[config.mk]
export PLATFORM = sky130hd
export DESIGN_NAME = brg_glue
export DESIGN_NICKNAME = d
export VERILOG_FILES = /design/src/verilog/brg_pkg.sv /design/src/verilog/brg_glue.sv
export SDC_FILE = /design/constraint.sdc
export NUM_CORES = 1
export LEC_CHECK = 0
export ABC_AREA = 1
export BUFFER_PORTS_ARGS = -buffer_cell sky130_fd_sc_hd__buf_2
export CORE_UTILIZATION = 55
export CTS_CLUSTER_DIAMETER = 150
export DETAILED_ROUTE_END_ITERATION = 7
export GPL_ROUTABILITY_DRIVEN = 0
export PLACE_DENSITY = 0.78
export RECOVER_POWER = 50
export SLEW_MARGIN = 20
export SYNTH_ARGS = -nofsm -noshare
export SYNTH_HDL_FRONTEND = slang
export SYNTH_SLANG_ARGS = --single-unit
[constraint.sdc]
create_clock -name core_clk -period 5.91 [get_ports core_clk]
set_input_delay 0.591 -clock core_clk [delete_from_list [all_inputs] [get_ports core_clk]]
set_output_delay 0.591 -clock core_clk [all_outputs]
set_load 0.05 [all_outputs]
[src/verilog/brg_pkg.sv]
/*
 * Package for the board reset and SRAM glue block: timing constants,
 * reset state codes, bank decode constants and the carrier structs.
 * Assumes a single 25 MHz core clock.
 */
package brg_pkg;

    // Clock period in ns
    localparam int CLK_PERIOD_NS = 40;

    // Button debounce time in us and the derived cycle count
    localparam int DEBOUNCE_US = 1000;
    localparam int DEBOUNCE_CYCLES = (DEBOUNCE_US * 1000) / CLK_PERIOD_NS;

    // Power-on reset hold in us and the derived cycle count
    localparam int POR_HOLD_US = 2000;
    localparam int POR_CYCLES = (POR_HOLD_US * 1000) / CLK_PERIOD_NS;

    // Core reset stretch in cycles, gives the debugger a window
    localparam int CORE_STRETCH_CYCLES = 16;

    localparam int CNT_W = 24;

    // Bank 0 boot defaults: flash at address zero, 16-bit, max waits
    localparam logic [1:0] BUS_WIDTH_16 = 2'h2;
    localparam logic [3:0] MAX_WAIT_STATES = 4'h7;
    localparam logic [25:0] BANK0_BASE = 26'h000_0000;

    // Flash and SRAM geometry
    localparam int FLASH_BYTES = 524288;
    localparam int FLASH_DATA_W = 16;
    localparam int SRAM_WORDS = 65536;
    localparam int SRAM_DEV_W = 16;
    localparam int NUM_SRAM_BANKS = 2;

    // Reset sequencer states
    typedef enum logic [3:0] {
        BRG_POR = 4'h1,
        BRG_RUN = 4'h2,
        BRG_SYS_RST = 4'h4,
        BRG_CORE_RST = 4'h8
    } brg_state_t;

    // Memory strobes from the microcontroller, all active low
    typedef struct packed {
        logic [2:0] chip_select_n;
        logic output_enable_n;
        logic [3:0] write_byte_enable_n;
    } brg_mem_strobe_t;

    // Strobes to one 16-bit SRAM device
    typedef struct packed {
        logic chip_enable_n;
        logic upper_byte_select;
        logic lower_byte_select;
        logic write_enable_n;
    } brg_sram_dev_t;

    // Boot configuration of bank 0
    typedef struct packed {
        logic [25:0] base;
        logic [1:0] bus_width_config;
        logic [3:0] wait_states;
    } brg_boot_cfg_t;

endpackage : brg_pkg

[src/verilog/brg_glue.sv]
/*
 * Board reset and SRAM glue: debounced reset buttons, power-on hold,
 * core and test-logic reset outputs, SRAM byte select and write enable.
 * Assumes button inputs are asynchronous and active high when pressed,
 * and memory strobes come from logic on core_clk.
 */
// Summary of operation
// - System reset button asserts core reset and test-logic reset together.
// - Core reset button asserts only core reset; test-logic reset stays high.
// - Test-logic reset drives only the test-access and debug logic.
// - System button is debounced; reset held for a power-on delay.
// - Core-only reset lets a debugger halt the core before first fetch.
// - Out of reset bank 0 maps at zero, 16-bit, maximum wait states.
// - Flash is one 512KB 16-bit device on bank 0 chip select.
// - In each array one device takes low half, one the upper half.
// - Byte selects are AND of output enable and that lane's write enable.
// - Device write enable is AND of its two lanes' write enables.
// - External address shift follows the programmed bus width value.
`timescale 1ns/10ps
module brg_glue (
    input wire logic core_clk,
    input wire logic reset,
    input wire logic system_reset_button,
    input wire logic core_reset_button,
    input wire brg_pkg::brg_mem_strobe_t mem_strobe,
    input wire logic [1:0] bus_width_config,
    input wire logic [17:0] cpu_addr,
    output logic core_reset_n,
    output logic test_logic_reset_n,
    output logic flash_chip_select_n,
    output brg_pkg::brg_sram_dev_t [3:0] sram_dev,
    output logic [15:0] ext_addr,
    output brg_pkg::brg_boot_cfg_t boot_cfg
);

    logic [2:0] sys_sync_ff;
    logic [2:0] core_sync_ff;
    logic sys_level_ff;
    logic core_level_ff;
    logic [brg_pkg::CNT_W-1:0] sys_db_cnt_ff;
    logic [brg_pkg::CNT_W-1:0] core_db_cnt_ff;
    logic [brg_pkg::CNT_W-1:0] hold_cnt_ff;
    brg_pkg::brg_state_t state_ff;
    logic core_reset_n_ff;
    logic test_logic_reset_n_ff;
    logic nxt_sys_level;
    logic nxt_core_level;
    logic [brg_pkg::CNT_W-1:0] nxt_sys_db_cnt;
    logic [brg_pkg::CNT_W-1:0] nxt_core_db_cnt;
    logic [brg_pkg::CNT_W-1:0] nxt_hold_cnt;
    brg_pkg::brg_state_t nxt_state;
    logic nxt_core_reset_n;
    logic nxt_test_logic_reset_n;

    // Debounce: a new level counts only after it stays stable long enough
    always_comb begin
        nxt_sys_level = sys_level_ff;
        nxt_core_level = core_level_ff;
        nxt_sys_db_cnt = '0;
        nxt_core_db_cnt = '0;
        if (sys_sync_ff[2] == sys_sync_ff[1] && sys_sync_ff[2] != sys_level_ff) begin
            nxt_sys_db_cnt = sys_db_cnt_ff + 1'b1;
            if (sys_db_cnt_ff == brg_pkg::CNT_W'(brg_pkg::DEBOUNCE_CYCLES - 1)) begin
                nxt_sys_level = sys_sync_ff[2];
                nxt_sys_db_cnt = '0;
            end
        end
        // Core button gets the same filter so contact bounce cannot retrigger
        if (core_sync_ff[2] == core_sync_ff[1] && core_sync_ff[2] != core_level_ff) begin
            nxt_core_db_cnt = core_db_cnt_ff + 1'b1;
            if (core_db_cnt_ff == brg_pkg::CNT_W'(brg_pkg::DEBOUNCE_CYCLES - 1)) begin
                nxt_core_level = core_sync_ff[2];
                nxt_core_db_cnt = '0;
            end
        end
    end

    // Three-stage synchronisers and debounce registers
    always_ff @(posedge core_clk or posedge reset) begin
        if (reset) begin
            sys_sync_ff <= 3'h0;
            core_sync_ff <= 3'h0;
            sys_level_ff <= 1'b0;
            core_level_ff <= 1'b0;
            sys_db_cnt_ff <= '0;
            core_db_cnt_ff <= '0;
        end else begin
            sys_sync_ff <= {sys_sync_ff[1:0], system_reset_button};
            core_sync_ff <= {core_sync_ff[1:0], core_reset_button};
            sys_level_ff <= nxt_sys_level;
            core_level_ff <= nxt_core_level;
            sys_db_cnt_ff <= nxt_sys_db_cnt;
            core_db_cnt_ff <= nxt_core_db_cnt;
        end
    end

    // Reset sequencer; system button wins over core button
    always_comb begin
        nxt_state = state_ff;
        nxt_hold_cnt = hold_cnt_ff;
        nxt_core_reset_n = 1'b1;
        nxt_test_logic_reset_n = 1'b1;
        unique case (state_ff)
            brg_pkg::BRG_POR: begin
                // Power-on hold keeps both resets asserted
                nxt_core_reset_n = 1'b0;
                nxt_test_logic_reset_n = 1'b0;
                nxt_hold_cnt = hold_cnt_ff + 1'b1;
                if (hold_cnt_ff >= brg_pkg::CNT_W'(brg_pkg::POR_CYCLES - 1)) begin
                    nxt_state = brg_pkg::BRG_RUN;
                    nxt_hold_cnt = '0;
                    nxt_core_reset_n = 1'b1;
                    nxt_test_logic_reset_n = 1'b1;
                end
            end
            brg_pkg::BRG_RUN: begin
                nxt_hold_cnt = '0;
                if (sys_level_ff) begin
                    nxt_state = brg_pkg::BRG_SYS_RST;
                    nxt_core_reset_n = 1'b0;
                    nxt_test_logic_reset_n = 1'b0;
                end else if (core_level_ff) begin
                    nxt_state = brg_pkg::BRG_CORE_RST;
                    nxt_core_reset_n = 1'b0;
                end
            end
            brg_pkg::BRG_SYS_RST: begin
                nxt_core_reset_n = 1'b0;
                nxt_test_logic_reset_n = 1'b0;
                // Release after the button lifts, then a fresh power-on style hold
                if (!sys_level_ff) begin
                    nxt_state = brg_pkg::BRG_POR;
                    nxt_hold_cnt = '0;
                end
            end
            brg_pkg::BRG_CORE_RST: begin
                // Test logic untouched so an attached debugger keeps control
                nxt_core_reset_n = 1'b0;
                if (sys_level_ff) begin
                    nxt_state = brg_pkg::BRG_SYS_RST;
                    nxt_test_logic_reset_n = 1'b0;
                    nxt_hold_cnt = '0;
                end else if (!core_level_ff) begin
                    nxt_hold_cnt = hold_cnt_ff + 1'b1;
                    // Short stretch after release gives a clean core reset edge
                    if (hold_cnt_ff >= brg_pkg::CNT_W'(brg_pkg::CORE_STRETCH_CYCLES - 1)) begin
                        nxt_state = brg_pkg::BRG_RUN;
                        nxt_hold_cnt = '0;
                        nxt_core_reset_n = 1'b1;
                    end
                end else begin
                    nxt_hold_cnt = '0;
                end
            end
            default: begin
                nxt_state = brg_pkg::BRG_POR;
                nxt_hold_cnt = '0;
                nxt_core_reset_n = 1'b0;
                nxt_test_logic_reset_n = 1'b0;
            end
        endcase
    end

    // Reset sequencer registers
    always_ff @(posedge core_clk or posedge reset) begin
        if (reset) begin
            state_ff <= brg_pkg::BRG_POR;
            hold_cnt_ff <= '0;
            core_reset_n_ff <= 1'b0;
            test_logic_reset_n_ff <= 1'b0;
        end else begin
            state_ff <= nxt_state;
            hold_cnt_ff <= nxt_hold_cnt;
            core_reset_n_ff <= nxt_core_reset_n;
            test_logic_reset_n_ff <= nxt_test_logic_reset_n;
        end
    end

    assign core_reset_n = core_reset_n_ff;
    assign test_logic_reset_n = test_logic_reset_n_ff;

    // SRAM strobe next values; index 0,1 bank 1 low/high, 2,3 bank 2
    brg_pkg::brg_sram_dev_t [3:0] nxt_sram_dev;
    brg_pkg::brg_sram_dev_t [3:0] sram_dev_ff;
    logic nxt_flash_cs_n;
    logic flash_cs_n_ff;
    logic [15:0] nxt_ext_addr;
    logic [15:0] ext_addr_ff;

    // Byte lane gating, one device per half word
    genvar gi;
    generate
        for (gi = 0; gi < 4; gi++) begin : g_dev
            localparam int BANK = gi / 2 + 1;
            localparam int LANE = (gi % 2) * 2;
            always_comb begin
                nxt_sram_dev[gi].chip_enable_n = mem_strobe.chip_select_n[BANK];
                nxt_sram_dev[gi].lower_byte_select = mem_strobe.output_enable_n
                    & mem_strobe.write_byte_enable_n[LANE];
                nxt_sram_dev[gi].upper_byte_select = mem_strobe.output_enable_n
                    & mem_strobe.write_byte_enable_n[LANE + 1];
                nxt_sram_dev[gi].write_enable_n = mem_strobe.write_byte_enable_n[LANE]
                    & mem_strobe.write_byte_enable_n[LANE + 1];
            end
        end
    endgenerate

    // Flash select and address shift by bus width
    always_comb begin
        nxt_flash_cs_n = mem_strobe.chip_select_n[0];
        unique case (bus_width_config)
            2'h1: nxt_ext_addr = cpu_addr[15:0];
            brg_pkg::BUS_WIDTH_16: nxt_ext_addr = cpu_addr[16:1];
            2'h3: nxt_ext_addr = cpu_addr[17:2];
            default: nxt_ext_addr = cpu_addr[16:1];
        endcase
    end

    // Output registers; strobes lag the microcontroller by one cycle
    always_ff @(posedge core_clk or posedge reset) begin
        if (reset) begin
            sram_dev_ff <= {4{4'hF}};
            flash_cs_n_ff <= 1'b1;
            ext_addr_ff <= 16'h0000;
        end else begin
            sram_dev_ff <= nxt_sram_dev;
            flash_cs_n_ff <= nxt_flash_cs_n;
            ext_addr_ff <= nxt_ext_addr;
        end
    end

    assign sram_dev = sram_dev_ff;
    assign flash_chip_select_n = flash_cs_n_ff;
    assign ext_addr = ext_addr_ff;

    // Boot configuration for bank 0 is a constant register value
    always_ff @(posedge core_clk or posedge reset) begin
        if (reset) begin
            boot_cfg <= '0;
        end else begin
            boot_cfg <= {brg_pkg::BANK0_BASE, brg_pkg::BUS_WIDTH_16,
                         brg_pkg::MAX_WAIT_STATES};
        end
    end

endmodule : brg_glue

==> implementation parameters <==
Parameter                              Value

Drt
  Total routed wirelength    approximately 12000 µm
  Detailed Routing Iterations Pass 1    4
  Average wire length per cell after detail routing    around 13 µm
  Via density    between 5 and 6
  DRC violation count after routing    0
  Vias    4827
  Number of design-rule violations left by the first detailed-router iteration    between 200 and 300
  Final ANT Viol Nets    0

Timing
  Final number of max-transition violations    0
  Min Tclk post-route    approximately 2.3 ns
  Count of final hold-check violations    0
  Setup repair after global routing missed its margin    false
  Max transition margin    14.25%
  Final-layout setup total negative slack    0 ns
  Final Cycle Share    38.98%
  Highest clock rate    approximately 0.43 GHz
  Number of endpoints failing setup at the final stage    0
  Fin Clk Skew    0.01674 ns
  Worst Max-Slew Pin Slew    approximately 1.3 ns

Logic synthesis
  Largest cells by area after synthesis    sky130_fd_sc_hd__dfrtp_1 43%, sky130_fd_sc_hd__nand2_1 8.7%, sky130_fd_sc_hd__nor2_1 8.2%
  Post-synthesis area per instance    roughly 8.1 µm²
  Adder and majority cell fraction of the synthesized area    0.6304%
  Compound-Gate Fraction of Synth Area    4.707%
  Dominant combinational cell family by area after synthesis    simple AND/OR/NAND/NOR gates
  Mux contribution to synthesized area    0%
  Area share of xor/xnor cells in the synthesized design    4.413%
  Part of the Yosys area used for sequential elements    a little under half
  Simple-Gate Fraction of Synth Area    a little under a third
  Area share of the leading cell type in the synthesized netlist    around 43%
  Number of instances in the synthesized netlist    739
  Number of distinct standard cells referenced by the synthesized netlist    40
  Total of flip-flops plus latches after synthesis    around 110
  Combined area of all synthesized cells    0.005954 mm²
  Cell taking the most area after synthesis    sky130_fd_sc_hd__dfrtp_1
  Number of warnings reported in the yosys synthesis log    0

CTS
  Number of clock sinks seen by CTS    around 110
  CTS Root Buffer Type    sky130_fd_sc_hd__clkbuf_8
  CTS tree    built
  Post-cts sizing count    0
  CTS H-Tree Depth    3
  Post-CTS setup buffer count    0
  Maximum count of clock buffers along a single path    2
  Worst skew pair latency    roughly 0.38 ns
  TritonCTS Buffers    9
  Hold_buf cts    0
  Clock-pin slew on the worst setup and hold paths    between 0.1 and 0.15 ns

GRT
  Global routing usage summed across all routing layers    between 20% and 30%
  First-pass GRT wire length    between 20000 and 25000 µm
  Largest net degree at the start of global routing    83
  GR Overflow Total    0
  Antenna violations before repair    0
  Number of global-route vias before repair    about 4500

Pwr
  Net switching share of the total power    a little under a third
  Register share of total power    between 50% and 60%
  Maximum resistive drop on vdd    around 140 µV
  Internal power    between 0.9 and 1 mW
  Clock network fraction of design power    31.1%
  Power share of the combinational group    13.0%
  Total power    ~1.4 mW
  Switching Power    ~0.43 mW
  Reported leakage power    3.084 nW
  PwrDens    219.8 mW/mm²

Layout
  Most frequent cells in the layout    138 x sky130_fd_sc_hd__nand2_1, 130 x sky130_fd_sc_hd__nor2_1, 102 x sky130_fd_sc_hd__dfrtp_1, 101 x sky130_fd_sc_hd__inv_1, 69 x sky130_fd_sc_hd__buf_2
  Fin nets    around 840
  Layout cell share with drive strength beyond 1    ~16%
  Storage cell area    between 0.002 and 0.003 mm²
  Area Overhead vs Synth    8.447%
  FILL cells    slightly above 900
  Final antenna diode count    0
  Area of the multi-input gates    0.002504 mm²
  Most frequent standard cell in the layout excluding fill and tap cells    sky130_fd_sc_hd__nand2_1

Placement
  Quantity of I/O buffers inserted on ports    70
  HPWL after detailed placement    approximately 8900 µm

Worst setup path
  Top cell family by delay on the critical path    buffers and inverters
  Worst reg2reg path endpoint    hold_cnt_ff[12]$_DFFE_PP0P_
  Path length in cells of the critical path    4
  Slowest stage cell, crit path    sky130_fd_sc_hd__clkbuf_1
  Launching element type of the critical path    input port
  CP required    between 6 and 7 ns
  Worst setup EP type    asynchronous set/reset pin
  Worst Path Arrival    2.79 ns
  Capturing instance or port of the critical path    state_ff[0]$_DFFE_PP1P_
  Critical path, cell by cell    buf_2, clkinvlp_2, clkbuf_1, buf_16
  Worst Path Max Fanout    62
  Number of cells traversed by the worst register-to-register path    8
  Origin of the critical flop-to-flop path    state_ff[0]$_DFFE_PP1P_
  Class of the most critical setup path    input port to asynchronous set/reset pin
  Startpoint of the worst setup timing path    reset
  Worst setup slack for register-to-register paths    3.96 ns
  Largest stage delay, worst path    around 0.97 ns
  Buf+Inv Stages, Crit Path    4

Flow run
  Number of maximum-capacitance violations    0

Outcome
  Status    complete, no violations

Floorplan
  Core area    around 0.010 mm²
  Die Height    between 100 and 150 µm
  Placement row count    37
  Die Footprint    between 0.01 and 0.015 mm²
  Initial core utilization    between 50% and 60%
  I/O pin count    99
  Die boundary width    about 110 µm

Worst hold path
  Hold crit path type    input port to flip-flop
  Depth of the worst hold-timing path    1
[stage by stage]
step | setup WS (ns) | hold WS (ns) | instances | instance area (µm²) | utilization (%)
after floorplan | 2.377 | 0.3312 | 766 | 6056 | -
after global placement | 3.946 | 0.3357 | 924 | 6247 | 59.98
after detailed placement | 3.888 | 0.3465 | 924 | 6247 | 59.98
after CTS | 3.950 | 0.1847 | 940 | 6436 | 61.79
after global routing | 3.195 | 0.2651 | 941 | 6457 | 61.99
final | 3.606 | 0.2960 | 941 | 6457 | 61.99
[cell families after synthesis]
kind of cell / after synthesis
AO/OA/AOI/OAI: 43
XOR/XNOR: 30
adder cells (fa/ha/maj): 3
buffers and inverters: 155
flip-flops: 112
other: 2
AND/OR/NAND/NOR: 394
[power by group through the flow]
| stage | logic [mW] | registers, mW | clock network (mW) |
|---|---|---|---|
| 2_1_floorplan | 0.114 | 0.856 | 0 |
| 3_3_place_gp | 0.181 | 0.808 | 0 |
| 3_5_place_dp | 0.185 | 0.808 | 0 |
| 4_1_cts | 0.184 | 0.794 | 0.454 |
| 5_1_grt | 0.197 | 0.796 | 0.487 |
| 6_report | 0.185 | 0.793 | 0.441 |
[metal layers]
metal	up-vias	wire, µm	share of wire, %	GRT usage (%)
met2	138	5933	50	38.14
met4	0	211	1.8	6.845
met5	-	0	0	0
li1	2397	-	-	-
met1	2269	5185	44	28.70
met3	23	518	4.4	4.292
[layout make-up]
type / count / share of cell area [%]
clock inverter: 5 / 0.7363
multi-input combinational: 499 / 38.77
clock buffer: 11 / 2.190
inverter: 106 / 6.181
timing repair buffer: 72 / 5.890
tap: 136 / 2.635
sequential: 112 / 43.60
[Yosys cell counts]
master / count
sky130_fd_sc_hd__nor4_1: 3
sky130_fd_sc_hd__nand4_1: 21
sky130_fd_sc_hd__o21ai_1: 1
sky130_fd_sc_hd__xor2_1: 27
sky130_fd_sc_hd__nand3_1: 34
sky130_fd_sc_hd__and3_1: 3
sky130_fd_sc_hd__nand3b_1: 2
sky130_fd_sc_hd__nor2_1: 130
sky130_fd_sc_hd__nand2_2: 4
sky130_fd_sc_hd__o211ai_1: 2
sky130_fd_sc_hd__and2_1: 1
sky130_fd_sc_hd__dfrtp_1: 102
sky130_fd_sc_hd__o31ai_1: 1
sky130_fd_sc_hd__nor3_2: 8
sky130_fd_sc_hd__nand3_2: 2
sky130_fd_sc_hd__inv_1: 102
sky130_fd_sc_hd__o21bai_1: 1
sky130_fd_sc_hd__ha_1: 3
sky130_fd_sc_hd__o221ai_1: 14
sky130_fd_sc_hd__inv_2: 4
sky130_fd_sc_hd__nor4_4: 1
sky130_fd_sc_hd__nor3_4: 2
sky130_fd_sc_hd__nor2_2: 4
sky130_fd_sc_hd__buf_2: 7
sky130_fd_sc_hd__nor3_1: 29
sky130_fd_sc_hd__nand2_1: 138
sky130_fd_sc_hd__o21ai_0: 10
sky130_fd_sc_hd__nor2_4: 1
sky130_fd_sc_hd__nor3b_1: 5
sky130_fd_sc_hd__buf_4: 39
sky130_fd_sc_hd__or2_1: 1
sky130_fd_sc_hd__nor3b_2: 1
sky130_fd_sc_hd__o21a_1: 1
sky130_fd_sc_hd__or2_2: 3
sky130_fd_sc_hd__clkbuf_1: 3
sky130_fd_sc_hd__xnor2_1: 3
sky130_fd_sc_hd__dfstp_2: 10
sky130_fd_sc_hd__a21oi_1: 13
sky130_fd_sc_hd__nand4_2: 1
sky130_fd_sc_hd__conb_1: 2
[registers in the layout, indices dropped and copies added (netlist names), 3 cells and up]
| register | cells |
|---|---|
| core_sync_ff | 3 |
| sys_db_cnt_ff | 24 |
| ext_addr | 16 |
| hold_cnt_ff | 24 |
| sram_dev | 8 |
| state_ff | 4 |
| core_db_cnt_ff | 24 |
| sys_sync_ff | 3 |
[how the worst min path moves through the flow]
| stage | startpoint | to | slack [ns] |
|---|---|---|---|
| 2_1_floorplan | core_sync_ff[0]$_DFF_PP0_ | core_sync_ff[1]$_DFF_PP0_ | 0.33 |
| 3_5_place_dp | sys_sync_ff[0]$_DFF_PP0_ | sys_sync_ff[1]$_DFF_PP0_ | 0.35 |
| 6_report | mem_strobe[6] | sram_dev[7]$_DFF_PP1_ | 0.30 |
| 5_1_grt | mem_strobe[6] | sram_dev[7]$_DFF_PP1_ | 0.27 |
| 4_1_cts | reset | ext_addr[11]$_DFF_PP0_ | 0.18 |
| 3_3_place_gp | sys_sync_ff[0]$_DFF_PP0_ | sys_sync_ff[1]$_DFF_PP0_ | 0.34 |
Note: power is estimated with default switching activity, not from simulation.
